File: src/core/amc_placeholder_unused.sv
`timescale 1ns/1ps
`default_nettype none
`default_nettype wire

File: src/core/amc_pkg.sv
package amc_pkg;
    // register byte offsets on the apb window
    localparam logic [7:0] AMC_OFF_CTL1 = 8'h00;
    localparam logic [7:0] AMC_OFF_CTL2 = 8'h04;
    localparam logic [7:0] AMC_OFF_CTL3 = 8'h08;
    localparam logic [7:0] AMC_OFF_ID1 = 8'h0C;
    localparam logic [7:0] AMC_OFF_STAT = 8'h10;
    // reset values of the cleared registers
    localparam logic [7:0] AMC_RST_CTL1 = 8'h00;
    localparam logic [7:0] AMC_RST_CTL2 = 8'h00;
    localparam logic [7:0] AMC_RST_CTL3 = 8'h00;
    // fixed addresses recognised besides the own address
    localparam logic [6:0] AMC_GC_ADDR = 7'h00;
    localparam logic [6:0] AMC_ARP_ADDR = 7'h61;
    // bits per address byte, including the direction bit
    localparam logic [3:0] AMC_ADDR_BITS = 4'h8;

    // control_one: interrupt, stall and general-call enables
    typedef struct packed {
        logic [3:0] rsv;
        logic general_call_match_en;
        logic stall_after_start_en;
        logic new_match_irq_en;
        logic unit_irq_en;
    } amc_ctl1_s;

    // control_two: low period bits and master clock run
    typedef struct packed {
        logic [6:0] scl_lo;
        logic master_clk_run;
    } amc_ctl2_s;

    // control_three: arp enable and upper period bits
    typedef struct packed {
        logic [4:0] rsv;
        logic arp_match_en;
        logic [1:0] scl_hi;
    } amc_ctl3_s;

    // own_slave_id_first
    typedef struct packed {
        logic slave_id_valid;
        logic [6:0] addr;
    } amc_slave_id_s;

    // unit_status flags, write one to clear
    typedef struct packed {
        logic [5:0] rsv;
        logic stall_after_start_flag;
        logic new_match_flag;
    } amc_stat_s;

    typedef enum logic [1:0] {
        AMC_SL_IDLE,
        AMC_SL_ADDR,
        AMC_SL_ACK,
        AMC_SL_STALL
    } amc_slave_e;
endpackage

File: src/core/amc_sync.sv
`timescale 1ns/1ps
`default_nettype none
module amc_sync #(
    parameter int WIDTH = 2
) (
    // clock and reset
    input wire logic i_clk_sys,
    input wire logic i_arst_n,
    // asynchronous in, synchronous out
    input wire logic [WIDTH-1:0] i_async,
    output logic [WIDTH-1:0] o_sync
);
    logic [WIDTH-1:0] meta_reg;
    logic [WIDTH-1:0] sync_reg;

    // refuse a width the stages cannot hold
    if (WIDTH < 1) begin : g_bad_width
        $error("amc_sync: WIDTH must be at least 1");
    end

    // two stages; idle bus level is high, so reset to ones
    always_ff @(posedge i_clk_sys or negedge i_arst_n) begin
        if (!i_arst_n) begin
            meta_reg <= '1;
            sync_reg <= '1;
        end else begin
            meta_reg <= i_async;
            sync_reg <= meta_reg;
        end
    end

    assign o_sync = sync_reg;
endmodule
`default_nettype wire

File: src/core/amc_top.sv
// Function
// - general-call address 00h matches only while its enable bit is one.
// - with stall enabled, stall the bus after the address byte is handled.
// - stall flag stays cleared while the stall enable bit is zero.
// - arp address 110 0001b matches in slave mode only while enabled.
// - scl period is nine bits: two from control three, seven from two.
// - compare first seven received bits to the own address field.
// - first received bit aligns to address bit 6, last to bit 0.
// - own match needs equal address and the valid bit set.
// - valid bit zero means no own-address comparison and no own-address match.
// - own address register has no reset value.
// - master scl low and high times are twice the period in clocks.
// - control three clears on reset.
`timescale 1ns/1ps
`default_nettype none
module amc_top (
    // clock and reset
    input wire logic i_clk_sys,
    input wire logic i_arst_n,
    // apb slave
    input wire logic i_psel,
    input wire logic i_penable,
    input wire logic i_pwrite,
    input wire logic [7:0] i_paddr,
    input wire logic [31:0] i_pwdata,
    output logic [31:0] o_prdata,
    output logic o_pready,
    output logic o_pslverr,
    // two-wire bus, open drain: enable high pulls the line low
    input wire logic i_scl,
    output logic o_scl,
    output logic o_scl_oe,
    input wire logic i_sda,
    output logic o_sda,
    output logic o_sda_oe,
    // events
    output logic o_irq,
    output logic [8:0] o_scl_period
);
    import amc_pkg::*;

    amc_ctl1_s ctl1_reg, ctl1_next;
    amc_ctl2_s ctl2_reg, ctl2_next;
    amc_ctl3_s ctl3_reg, ctl3_next;
    amc_slave_id_s id_reg, id_next;
    amc_stat_s stat_reg, stat_next;
    logic [31:0] prdata_reg, prdata_next;
    amc_slave_e sl_reg, sl_next;
    logic [7:0] sh_reg, sh_next;
    logic [3:0] cnt_reg, cnt_next;
    logic [9:0] div_reg, div_next;
    logic scl_low_reg, scl_low_next;
    logic [1:0] bus_sync;
    logic [1:0] bus_prev_reg;
    logic scl_s, sda_s, scl_rise, scl_fall, start_det, stop_det;
    logic wr_en, rd_setup, addr_ok;
    logic [8:0] scl_period;
    logic [9:0] div_term;
    logic slave_mode, addr_done, own_hit, gc_hit, arp_hit, match_hit;
    logic [6:0] rx_addr;
    logic stall_set;

    // bus pins pass the synchroniser before any logic sees them
    amc_sync #(
        .WIDTH(2)
    ) u_sync (
        .i_clk_sys(i_clk_sys),
        .i_arst_n(i_arst_n),
        .i_async({i_scl, i_sda}),
        .o_sync(bus_sync)
    );

    // edge and condition detection on the synchronised lines
    assign scl_s = bus_sync[1];
    assign sda_s = bus_sync[0];
    assign scl_rise = scl_s && !bus_prev_reg[1];
    assign scl_fall = !scl_s && bus_prev_reg[1];
    assign start_det = scl_s && bus_prev_reg[1] && bus_prev_reg[0] && !sda_s;
    assign stop_det = scl_s && bus_prev_reg[1] && !bus_prev_reg[0] && sda_s;

    always_ff @(posedge i_clk_sys or negedge i_arst_n) begin
        if (!i_arst_n) begin
            bus_prev_reg <= 2'b11;
        end else begin
            bus_prev_reg <= bus_sync;
        end
    end

    // apb decode; one wait-free access phase after the setup cycle
    assign wr_en = i_psel && i_penable && i_pwrite && addr_ok;
    assign rd_setup = i_psel && !i_penable && !i_pwrite;
    assign o_pready = 1'b1;
    assign o_pslverr = i_psel && i_penable && !addr_ok;
    assign o_prdata = prdata_reg;

    always_comb begin
        addr_ok = 1'b1;
        prdata_next = prdata_reg;
        if (i_paddr == AMC_OFF_CTL1) begin
            prdata_next = {24'h00_0000, ctl1_reg};
        end else if (i_paddr == AMC_OFF_CTL2) begin
            prdata_next = {24'h00_0000, ctl2_reg};
        end else if (i_paddr == AMC_OFF_CTL3) begin
            prdata_next = {24'h00_0000, ctl3_reg};
        end else if (i_paddr == AMC_OFF_ID1) begin
            prdata_next = {24'h00_0000, id_reg};
        end else if (i_paddr == AMC_OFF_STAT) begin
            prdata_next = {24'h00_0000, stat_reg};
        end else begin
            addr_ok = 1'b0;
            prdata_next = 32'h0000_0000;
        end
        if (!rd_setup) begin
            prdata_next = prdata_reg;
        end
    end

    // software-written control registers; reserved bits read zero
    always_comb begin
        ctl1_next = ctl1_reg;
        ctl2_next = ctl2_reg;
        ctl3_next = ctl3_reg;
        id_next = id_reg;
        if (wr_en && i_paddr == AMC_OFF_CTL1) begin
            ctl1_next = i_pwdata[7:0];
            ctl1_next.rsv = 4'h0;
        end
        if (wr_en && i_paddr == AMC_OFF_CTL2) begin
            ctl2_next = i_pwdata[7:0];
        end
        if (wr_en && i_paddr == AMC_OFF_CTL3) begin
            ctl3_next = i_pwdata[7:0];
            ctl3_next.rsv = 5'h00;
        end
        if (wr_en && i_paddr == AMC_OFF_ID1) begin
            id_next = i_pwdata[7:0];
        end
    end

    always_ff @(posedge i_clk_sys or negedge i_arst_n) begin
        if (!i_arst_n) begin
            ctl1_reg <= AMC_RST_CTL1;
            ctl2_reg <= AMC_RST_CTL2;
            ctl3_reg <= AMC_RST_CTL3;
            prdata_reg <= 32'h0000_0000;
        end else begin
            ctl1_reg <= ctl1_next;
            ctl2_reg <= ctl2_next;
            ctl3_reg <= ctl3_next;
            prdata_reg <= prdata_next;
        end
    end

    // no reset here: content is whatever software last wrote
    always_ff @(posedge i_clk_sys) begin
        id_reg <= id_next;
    end

    // nine-bit period assembled from two registers
    assign scl_period = {ctl3_reg.scl_hi, ctl2_reg.scl_lo};
    assign o_scl_period = scl_period;
    assign div_term = 10'({scl_period, 1'b0} - 10'h001);

    // master clock divider: each half lasts 2 x period system clocks
    always_comb begin
        div_next = div_reg;
        scl_low_next = scl_low_reg;
        if (!ctl2_reg.master_clk_run) begin
            div_next = 10'h000;
            scl_low_next = 1'b0;
        end else if (div_reg >= div_term) begin
            div_next = 10'h000;
            scl_low_next = !scl_low_reg;
        end else begin
            div_next = 10'(div_reg + 10'h001);
        end
    end

    always_ff @(posedge i_clk_sys or negedge i_arst_n) begin
        if (!i_arst_n) begin
            div_reg <= 10'h000;
            scl_low_reg <= 1'b0;
        end else begin
            div_reg <= div_next;
            scl_low_reg <= scl_low_next;
        end
    end

    // address recognition; slave mode means the master clock is off
    assign slave_mode = !ctl2_reg.master_clk_run;
    assign rx_addr = sh_reg[7:1];
    assign own_hit = id_reg.slave_id_valid && (rx_addr == id_reg.addr);
    assign gc_hit = ctl1_reg.general_call_match_en && (rx_addr == AMC_GC_ADDR);
    assign arp_hit = ctl3_reg.arp_match_en && (rx_addr == AMC_ARP_ADDR);
    assign match_hit = slave_mode && (own_hit || gc_hit || arp_hit);
    assign addr_done = (sl_reg == AMC_SL_ADDR) && (cnt_reg == AMC_ADDR_BITS) && scl_fall;
    assign stall_set = (sl_reg == AMC_SL_ACK) && scl_fall && ctl1_reg.stall_after_start_en;

    // slave address sequencer; data bytes are not handled
    always_comb begin
        sl_next = sl_reg;
        sh_next = sh_reg;
        cnt_next = cnt_reg;
        case (sl_reg)
            AMC_SL_IDLE: begin
                cnt_next = 4'h0;
            end
            AMC_SL_ADDR: begin
                if (scl_rise && cnt_reg != AMC_ADDR_BITS) begin
                    sh_next = {sh_reg[6:0], sda_s};
                    cnt_next = 4'(cnt_reg + 4'h1);
                end
                if (addr_done) begin
                    sl_next = match_hit ? AMC_SL_ACK : AMC_SL_IDLE;
                end
            end
            AMC_SL_ACK: begin
                if (scl_fall) begin
                    sl_next = stall_set ? AMC_SL_STALL : AMC_SL_IDLE;
                end
            end
            AMC_SL_STALL: begin
                if (!stat_reg.stall_after_start_flag) begin
                    sl_next = AMC_SL_IDLE;
                end
            end
            default: begin
                sl_next = AMC_SL_IDLE;
            end
        endcase
        // in slave mode a start restarts recognition, except while the clock is held
        if (start_det && slave_mode && sl_reg != AMC_SL_STALL) begin
            sl_next = AMC_SL_ADDR;
            cnt_next = 4'h0;
        end else if (stop_det && sl_reg != AMC_SL_STALL) begin
            sl_next = AMC_SL_IDLE;
        end
    end

    always_ff @(posedge i_clk_sys or negedge i_arst_n) begin
        if (!i_arst_n) begin
            sl_reg <= AMC_SL_IDLE;
            sh_reg <= 8'h00;
            cnt_reg <= 4'h0;
        end else begin
            sl_reg <= sl_next;
            sh_reg <= sh_next;
            cnt_reg <= cnt_next;
        end
    end

    // status flags: a set in the clearing cycle wins
    always_comb begin
        stat_next = stat_reg;
        if (wr_en && i_paddr == AMC_OFF_STAT) begin
            stat_next.new_match_flag = stat_reg.new_match_flag && !i_pwdata[0];
            stat_next.stall_after_start_flag = stat_reg.stall_after_start_flag && !i_pwdata[1];
        end
        if (addr_done && match_hit) begin
            stat_next.new_match_flag = 1'b1;
        end
        if (stall_set) begin
            stat_next.stall_after_start_flag = 1'b1;
        end
        if (!ctl1_reg.stall_after_start_en) begin
            stat_next.stall_after_start_flag = 1'b0;
        end
        stat_next.rsv = 6'h00;
    end

    always_ff @(posedge i_clk_sys or negedge i_arst_n) begin
        if (!i_arst_n) begin
            stat_reg <= 8'h00;
        end else begin
            stat_reg <= stat_next;
        end
    end

    // pin drive: lines only ever pulled low, released otherwise
    assign o_scl = 1'b0;
    assign o_sda = 1'b0;
    assign o_scl_oe = scl_low_reg || (sl_reg == AMC_SL_STALL);
    assign o_sda_oe = (sl_reg == AMC_SL_ACK);
    assign o_irq = stat_reg.new_match_flag && ctl1_reg.new_match_irq_en
                   && ctl1_reg.unit_irq_en;
endmodule
`default_nettype wire

File: config.mk
export PLATFORM = sky130hd
export DESIGN_NAME = amc_top
export DESIGN_NICKNAME = d
export VERILOG_FILES = /design/src/core/amc_placeholder_unused.sv /design/src/core/amc_pkg.sv /design/src/core/amc_sync.sv /design/src/core/amc_top.sv
export SDC_FILE = /design/constraint.sdc
export NUM_CORES = 1
export LEC_CHECK = 0
export BUFFER_PORTS_ARGS = -buffer_cell sky130_fd_sc_hd__buf_2
export CAP_MARGIN = 10
export CELL_PAD_IN_SITES_DETAIL_PLACEMENT = 0
export CELL_PAD_IN_SITES_GLOBAL_PLACEMENT = 1
export CORE_MARGIN = 2
export CORE_UTILIZATION = 38
export CTS_BUF_LIST = sky130_fd_sc_hd__clkbuf_4
export DETAILED_ROUTE_END_ITERATION = 6
export MAX_ROUTING_LAYER = met4
export PLACE_DENSITY = 0.9
export SLEW_MARGIN = 15
export SYNTH_ARGS = -nofsm -noshare
export SYNTH_HDL_FRONTEND = slang
export SYNTH_SLANG_ARGS = --single-unit
File: constraint.sdc
create_clock -name i_clk_sys -period 2.65 [get_ports i_clk_sys]
set_input_delay 0.53 -clock i_clk_sys [delete_from_list [all_inputs] [get_ports i_clk_sys]]
set_output_delay 0.53 -clock i_clk_sys [all_outputs]
set_load 0.05 [all_outputs]
; ---- Yosys cells after proc, flatten, opt, wreduce, memory -nomap -nowiden
; Index checks and enable logic that the tools add are counted.
[classes]
addsub = 3
n_mul = 0
div = 0
n_lt_le_gt_ge = 1
n_eq_ne = 18
shifts = 0
mux = 29
bitwise_logic = 0
n_reduce_logical = 58
[op_table]
columns = cell, n
row1 = logical AND 1 bit, 35
row2 = two-way mux 8 bit, 4
row3 = two-way mux 10 bit, 2
row4 = two-way mux 2 bit, 9
row5 = equality test 8 x 4 -> 1 bit (second input constant), 2
row6 = zero test 1 bit, 11
row7 = adder 10 x 1 -> 10 bit (second input constant), 1
row8 = greater-or-equal comparator 10 bit, 1
row9 = two-way mux 1 bit, 10
row10 = subtractor 10 x 1 -> 10 bit (second input constant), 1
row11 = equality test 8 x 3 -> 1 bit (second input constant), 1
row12 = equality test 8 x 5 -> 1 bit (second input constant), 1
row13 = zero test 8 bit, 1
row14 = two-way mux 4 bit, 2
row15 = != test 4 bit (second input constant), 2
row16 = one-hot mux 4 bit (2 select lines), 1
row17 = equality test 7 bit, 1
row18 = equality test 7 bit (second input constant), 1
row19 = zero test 7 bit, 1
row20 = != test 3 x 1 -> 1 bit (second input constant), 2
row21 = one-hot mux 2 bit (3 select lines), 1
row22 = nonzero test 5 bit, 1
row23 = adder 4 x 1 -> 4 bit (second input constant), 1
row24 = equality test 2 bit (second input constant), 2
row25 = 12 further kinds, 15
[totals]
register_bits = 88
latchBits = 0
ramBits = 0
rom_bits = 0
in_bits = 47
memories = 0

; ---- Longest topological paths before layout
[depth]
word_depth = 11
mapped_depth = 11

; ---- Hierarchy
; From an unflattened synthesis, not the netlist that was laid out.
[hier_totals]
cells_unflattened = 339
hier_area_um2 = 3631.0
[modules_own_cells]
columns = mod, n_inst, cells_per_inst, area_per_inst_um2
row1 = amc_top, 1, 335, 3525.9
row2 = amc_sync, 1, 4, 105.1

; ---- Worst setup path before layout
; OpenSTA, ideal clock, no wires.
[synth_path]
path_type = reg-to-reg
startpoint = reg ctl2_reg (netlist bit o_scl_period[5])
endpoint = reg div_reg[0]
setup_time_ns = 0.077
arrival_ns = 2.496
t_required_ns = 2.573
setup_slack_ns = 0.077
path_stages_with_launch = 10
n_path_buf = 1
synth_period_minus_slack_ns = 2.573
cell_sequence = dfrtp_1 or4_1 nor4_1 xnor2_1 ha_1 or4b_1 a21oi_1 o21ai_1 buf_2 a21oi_1
[synth_between]
elab_chain_cells = 4
[synth_lines]
columns = element, line
row1 = from (decl), amc_top.sv:43  ; amc_ctl2_s ctl2_reg, ctl2_next;
row2 = from (signal assigned), amc_top.sv:148  ; ctl2_reg <= ctl2_next;
row3 = subtractor 10 x 1 -> 10 bit, amc_top.sv:162  ; assign div_term = 10'({scl_period, 1'b0} - 10'h001);
row4 = greater-or-equal comparator 10 bit, amc_top.sv:171  ; end else if (div_reg >= div_term) begin
row5 = two-way mux 10 bit, amc_top.sv:171
row6 = two-way mux 10 bit, amc_top.sv:168  ; if (!ctl2_reg.master_clk_run) begin
row7 = named net div_next[0], amc_top.sv:51  ; logic [9:0] div_reg, div_next;
row8 = to (signal assigned), amc_top.sv:184  ; div_reg <= div_next;
row9 = to (decl), amc_top.sv:51
; The timed path passes the listed nets, and every way through them passes these cells.
; A chain may end at the register's enable or synchronous reset.

; ---- Worst setup path after layout
[layout_path]
startpoint = reg ctl2_reg (netlist bit o_scl_period[5])
endpoint = reg scl_low_reg
[layout_between]
elab_chain_cells = 3
[layout_lines]
columns = element, line
row1 = subtractor 10 x 1 -> 10 bit, amc_top.sv:162
row2 = greater-or-equal comparator 10 bit, amc_top.sv:171
row3 = != test 2 x 1 -> 1 bit (no line), --
row4 = to (signal assigned), amc_top.sv:185  ; scl_low_reg <= scl_low_next;
row5 = to (decl), amc_top.sv:52  ; logic scl_low_reg, scl_low_next;
; Every way passes these cells.

==> Implementation_results.wiki <==
{| class="wikitable"
! Metric !! Value
|-
| First-pass GRT wire length || 13,200 um
|-
| Final sum of negative setup slack || -0.0597 ns
|-
| Critical-path maximum fanout || 3
|-
| Number of pins exceeding their max-slew limit in the final report || 0
|-
| Setup repair after global routing missed its margin || true
|-
| EDFF count, synth || 8
|-
| Post-synthesis sequential area ratio || 45.2%
|-
| Worst-case register-to-register setup slack || -0.05 ns
|-
| Final routed DRC violation total || 0
|-
| Num CTS Buffers || 9
|-
| Final Wtd Congestion || a little over 0.8
|-
| Count of clock tree sinks || between 60 and 70
|-
| Clock-pin slew of the registers on the worst-case setup and hold paths || 0.11 ns
|-
| Cell count after placement || 493
|-
| Worst slack at placement || -0.226 ns
|-
| Library cell with the largest summed area after synthesis || sky130_fd_sc_hd__dfrtp_1
|-
| Number of distinct standard cells referenced by the synthesized netlist || 60
|-
| Mapped cell area || about 0.0036 mm2
|-
| Highest Clock Rate || 370 MHz
|-
| Net count, final || 437
|-
| Core ar. || 0.00928 mm2
|-
| Maximum buffer depth of the clock tree || 2
|-
| Cell Rows || 35
|-
| Count of buffers from port buffering || between 40 and 50
|-
| Launching point of the worst reg2reg path || o_scl_period[5]
|-
| Total global-route track usage || between 15 and 20%
|-
| Clk_lat worst skew || 0.43 ns
|-
| Number of optimization iterations in the first detailed-route pass || 4
|-
| Layout cell share with drive strength beyond 1 || 31.2%
|-
| Static Leak || 1.96 nW
|-
| Yosys top cell area share || 34.3%
|-
| Transition at the pin with the smallest max-transition slack || approximately 0.63 ns
|-
| Register bit total from synthesis || 64
|-
| Max-Slew Margin vs Limit || 58.2%
|-
| Cell area reported after detailed placement || 0.00392 mm2
|-
| Antenna violations before repair || 1
|-
| Library cell used as clock root buffer || sky130_fd_sc_hd__clkbuf_4
|-
| Internal Dissipation || about 0.0015 W
|-
| Average cell area after synthesis || 11.1 um2
|-
| Type of the most critical hold path || in -> async
|-
| DR vias/cell || 4.98
|-
| Die boundary height || 102 um
|-
| Worst setup path category || reg -> reg
|-
| Clock network fraction of total power || 35.1%
|-
| Most frequently used cell type in the post-synthesis netlist || sky130_fd_sc_hd__dfrtp_1
|-
| CTS tree || yes
|-
| Outcome || finished, violations left
|-
| # Max-Cap Violations || 0
|-
| Number of global-route vias before repair || approximately 2,600
|-
| P&R area growth vs syn || 15.6%
|-
| Hold violation total from the final report || 0
|-
| Die Span X || around 100 um
|-
| Element type at the critical path start || flop
|-
| Largest net degree at the start of global routing || 30
|-
| Initial Util || 39.3%
|-
| Net switching power of the design || 0.000661 W
|-
| Path depth of the worst reg2reg path || 9
|-
| Dominant register cell in the synthesized netlist || sky130_fd_sc_hd__dfrtp_1
|-
| Async set-or-reset flop fraction in the synthesized netlist || between 80 and 90%
|-
| Vias || 2,550
|-
| Total die area || slightly above 0.01 mm2
|-
| Final std cell area, no fill || between 0.004 and 0.005 mm2
|-
| Share of the clock period used by the worst path after layout || 102%
|-
| Capturing element type of the critical path || flop
|-
| Final setup vio count || 3
|-
| Count of mapped cells out of synthesis || ~330
|-
| Sequential power share || 51.0%
|-
| Non-filler cells, final || 512
|-
| Worst path required time || 2.97 ns
|-
| Number of primary I/O pins || 95
|-
| Total power || 0.00220 W
|-
| Violated checks || setup timing
|-
| Worst-case setup margin in the final layout || -0.0510 ns
|-
| Top cells by area in the synthesized netlist || sky130_fd_sc_hd__dfrtp_1 (34%), sky130_fd_sc_hd__buf_4 (7.4%), sky130_fd_sc_hd__edfxtp_1 (6.6%), sky130_fd_sc_hd__ha_1 (4.5%), sky130_fd_sc_hd__dfstp_2 (4.3%)
|-
| Number of warnings reported in the yosys synthesis log || 0
|-
| Shortest clock period the worst path allows after layout || 2.70 ns
|-
| Commonest cells post-synth || sky130_fd_sc_hd__dfrtp_1 (50), sky130_fd_sc_hd__buf_4 (36), sky130_fd_sc_hd__nand2_1 (27)
|-
| Aggregate global routing overflow || 0
|-
| Flip-flop count of the largest register, all copies and words added || 10
|-
| Peak supply drop || 0.000221 V
|-
| Average wire per cell in the routed design || approximately 16 um
|-
| Net switching share of the total power || 30.1%
|-
| CTS HTree Levels || 3
|-
| Power per cell area || 521 mW/mm2
|-
| Combinational power share || 14.0%
|-
| Total wire length after detailed routing || 8050 um
|-
| First-iteration detailed-routing DRC count || 149
|-
| Setup skew after layout || 0.00900 ns
|-
| Worst Path Arrival || 3.02 ns
|-
| Worst flop-to-flop path endpoint || scl_low_reg
|-
| Detailed placement HPWL || 5890 um
|-
| Number of routed nets with antenna violations || 0
|}
-- layer usage --
metal / part of all wire, % / vias to the layer above / global-route usage (%)
li1: - / 1206 / -
met1: 47 / 1246 / 22.9
met2: 46 / 84 / 25.3
met3: 4.6 / 14 / 4.51
met4: 2.3 / 0 / 6.97
met5: 0 / - / -
-- layout make-up --
class / instances / area [um2]
antenna: 1 / 2.50
clock buffer: 9 / 67.6
clock inverter: 7 / 95.1
fill: 886 / 5070
inverter: 10 / 37.5
multi-input combinational: 236 / 1870
sequential: 64 / 1650
tap: 129 / 161
timing repair buffer: 56 / 337
-- kinds of logic after synthesis --
group / count (synthesis) / synth area share, %
other: 2 / 0.206
AND/OR/NAND/NOR: 90 / 15.7
AO/OA/AOI/OAI: 50 / 8.72
flip-flops: 64 / 45.2
buffers and inverters: 52 / 9.16
adder cells (fa/ha/maj): 14 / 4.74
multiplexers: 31 / 10.5
XOR/XNOR: 24 / 5.77
-- cell usage in the layout, fill, tap and decap left out, types with 3 or more instances in the layout --
| cell | Yosys | final |
|---|---|---|
| sky130_fd_sc_hd__nor4_4 | 3 | 5 |
| sky130_fd_sc_hd__nand3_1 | 6 | 6 |
| sky130_fd_sc_hd__nor2_1 | 10 | 10 |
| sky130_fd_sc_hd__nor2b_1 | 5 | 5 |
| sky130_fd_sc_hd__a21oi_1 | 13 | 3 |
| sky130_fd_sc_hd__inv_1 | 10 | 10 |
| sky130_fd_sc_hd__a21oi_2 | 0 | 8 |
| sky130_fd_sc_hd__dfstp_2 | 6 | 6 |
| sky130_fd_sc_hd__nor3_1 | 4 | 4 |
| sky130_fd_sc_hd__buf_6 | 0 | 3 |
| sky130_fd_sc_hd__xor2_1 | 11 | 11 |
| sky130_fd_sc_hd__o22ai_1 | 3 | 3 |
| sky130_fd_sc_hd__mux2_4 | 8 | 8 |
| sky130_fd_sc_hd__o21ai_1 | 10 | 9 |
| sky130_fd_sc_hd__dfrtp_1 | 50 | 50 |
| sky130_fd_sc_hd__buf_2 | 3 | 43 |
| sky130_fd_sc_hd__ha_1 | 13 | 11 |
| sky130_fd_sc_hd__o21ai_0 | 3 | 3 |
| sky130_fd_sc_hd__buf_4 | 36 | 9 |
| sky130_fd_sc_hd__clkbuf_4 | 0 | 9 |
| sky130_fd_sc_hd__edfxtp_1 | 8 | 8 |
| sky130_fd_sc_hd__and3_1 | 5 | 5 |
| sky130_fd_sc_hd__conb_1 | 2 | 27 |
| sky130_fd_sc_hd__xnor2_1 | 13 | 13 |
| sky130_fd_sc_hd__a211oi_1 | 4 | 4 |
| sky130_fd_sc_hd__nand4_1 | 3 | 3 |
| sky130_fd_sc_hd__nand2_1 | 27 | 27 |
| sky130_fd_sc_hd__mux2_1 | 13 | 13 |
| sky130_fd_sc_hd__mux2i_1 | 7 | 7 |
-- power groups by stage --
stage | registers (W) | clock network (W) | logic (W)
global route | 0.00113 | 0.000830 | 0.000333
detailed placement | 0.00114 | 0 | 0.000300
CTS | 0.00112 | 0.000784 | 0.000308
finish | 0.00112 | 0.000770 | 0.000306
global placement | 0.00113 | 0 | 0.000293
floorplan | 0.00112 | 0 | 0.000257
-- per-stage QoR --
step | hold slack (ns) | util (%)
final | 0.105 | 45.4
after global routing | 0.140 | 45.4
after CTS | 0.117 | 44.8
after detailed placement | 0.349 | 42.2
after global placement | 0.348 | 42.2
after floorplan | 0.234 | -
-- worst max-delay path, stage by stage (launching register included) --
cell and delay [ns]:
sky130_fd_sc_hd__dfrtp_1 0.40, sky130_fd_sc_hd__or4_4 0.58, sky130_fd_sc_hd__buf_6 0.15, sky130_fd_sc_hd__nor4_4 0.13
sky130_fd_sc_hd__xnor2_1 0.12, sky130_fd_sc_hd__ha_2 0.18, sky130_fd_sc_hd__or4b_4 0.50, sky130_fd_sc_hd__a21oi_4 0.18
sky130_fd_sc_hd__o21ai_4 0.10, sky130_fd_sc_hd__a211o_1 0.28
-- worst max-delay path by stage --
stage | cells after the start | start | slack (ns) | end
3_5_place_dp | 9 | o_scl_period[5] | -0.23 | div_reg[4]
5_1_grt | 9 | o_scl_period[5] | -0.16 | scl_low_reg
4_1_cts | 8 | o_scl_period[3] | -0.08 | scl_low_reg
2_1_floorplan | 9 | o_scl_period[5] | 0.08 | div_reg[0]
6_report | 9 | o_scl_period[5] | -0.05 | scl_low_reg
3_3_place_gp | 9 | o_scl_period[5] | -0.04 | div_reg[3]
-- repair_timing --
action | CTS | global route
pin swaps | 7 | 8
hold buffers | 0 | 0
gates cloned | 1 | 0
setup buffers | 1 | 0
gates resized for setup | 16 | 12
setup endpoints to repair | 11 | 11
No activity file was read; power rests on OpenSTA's default activity.
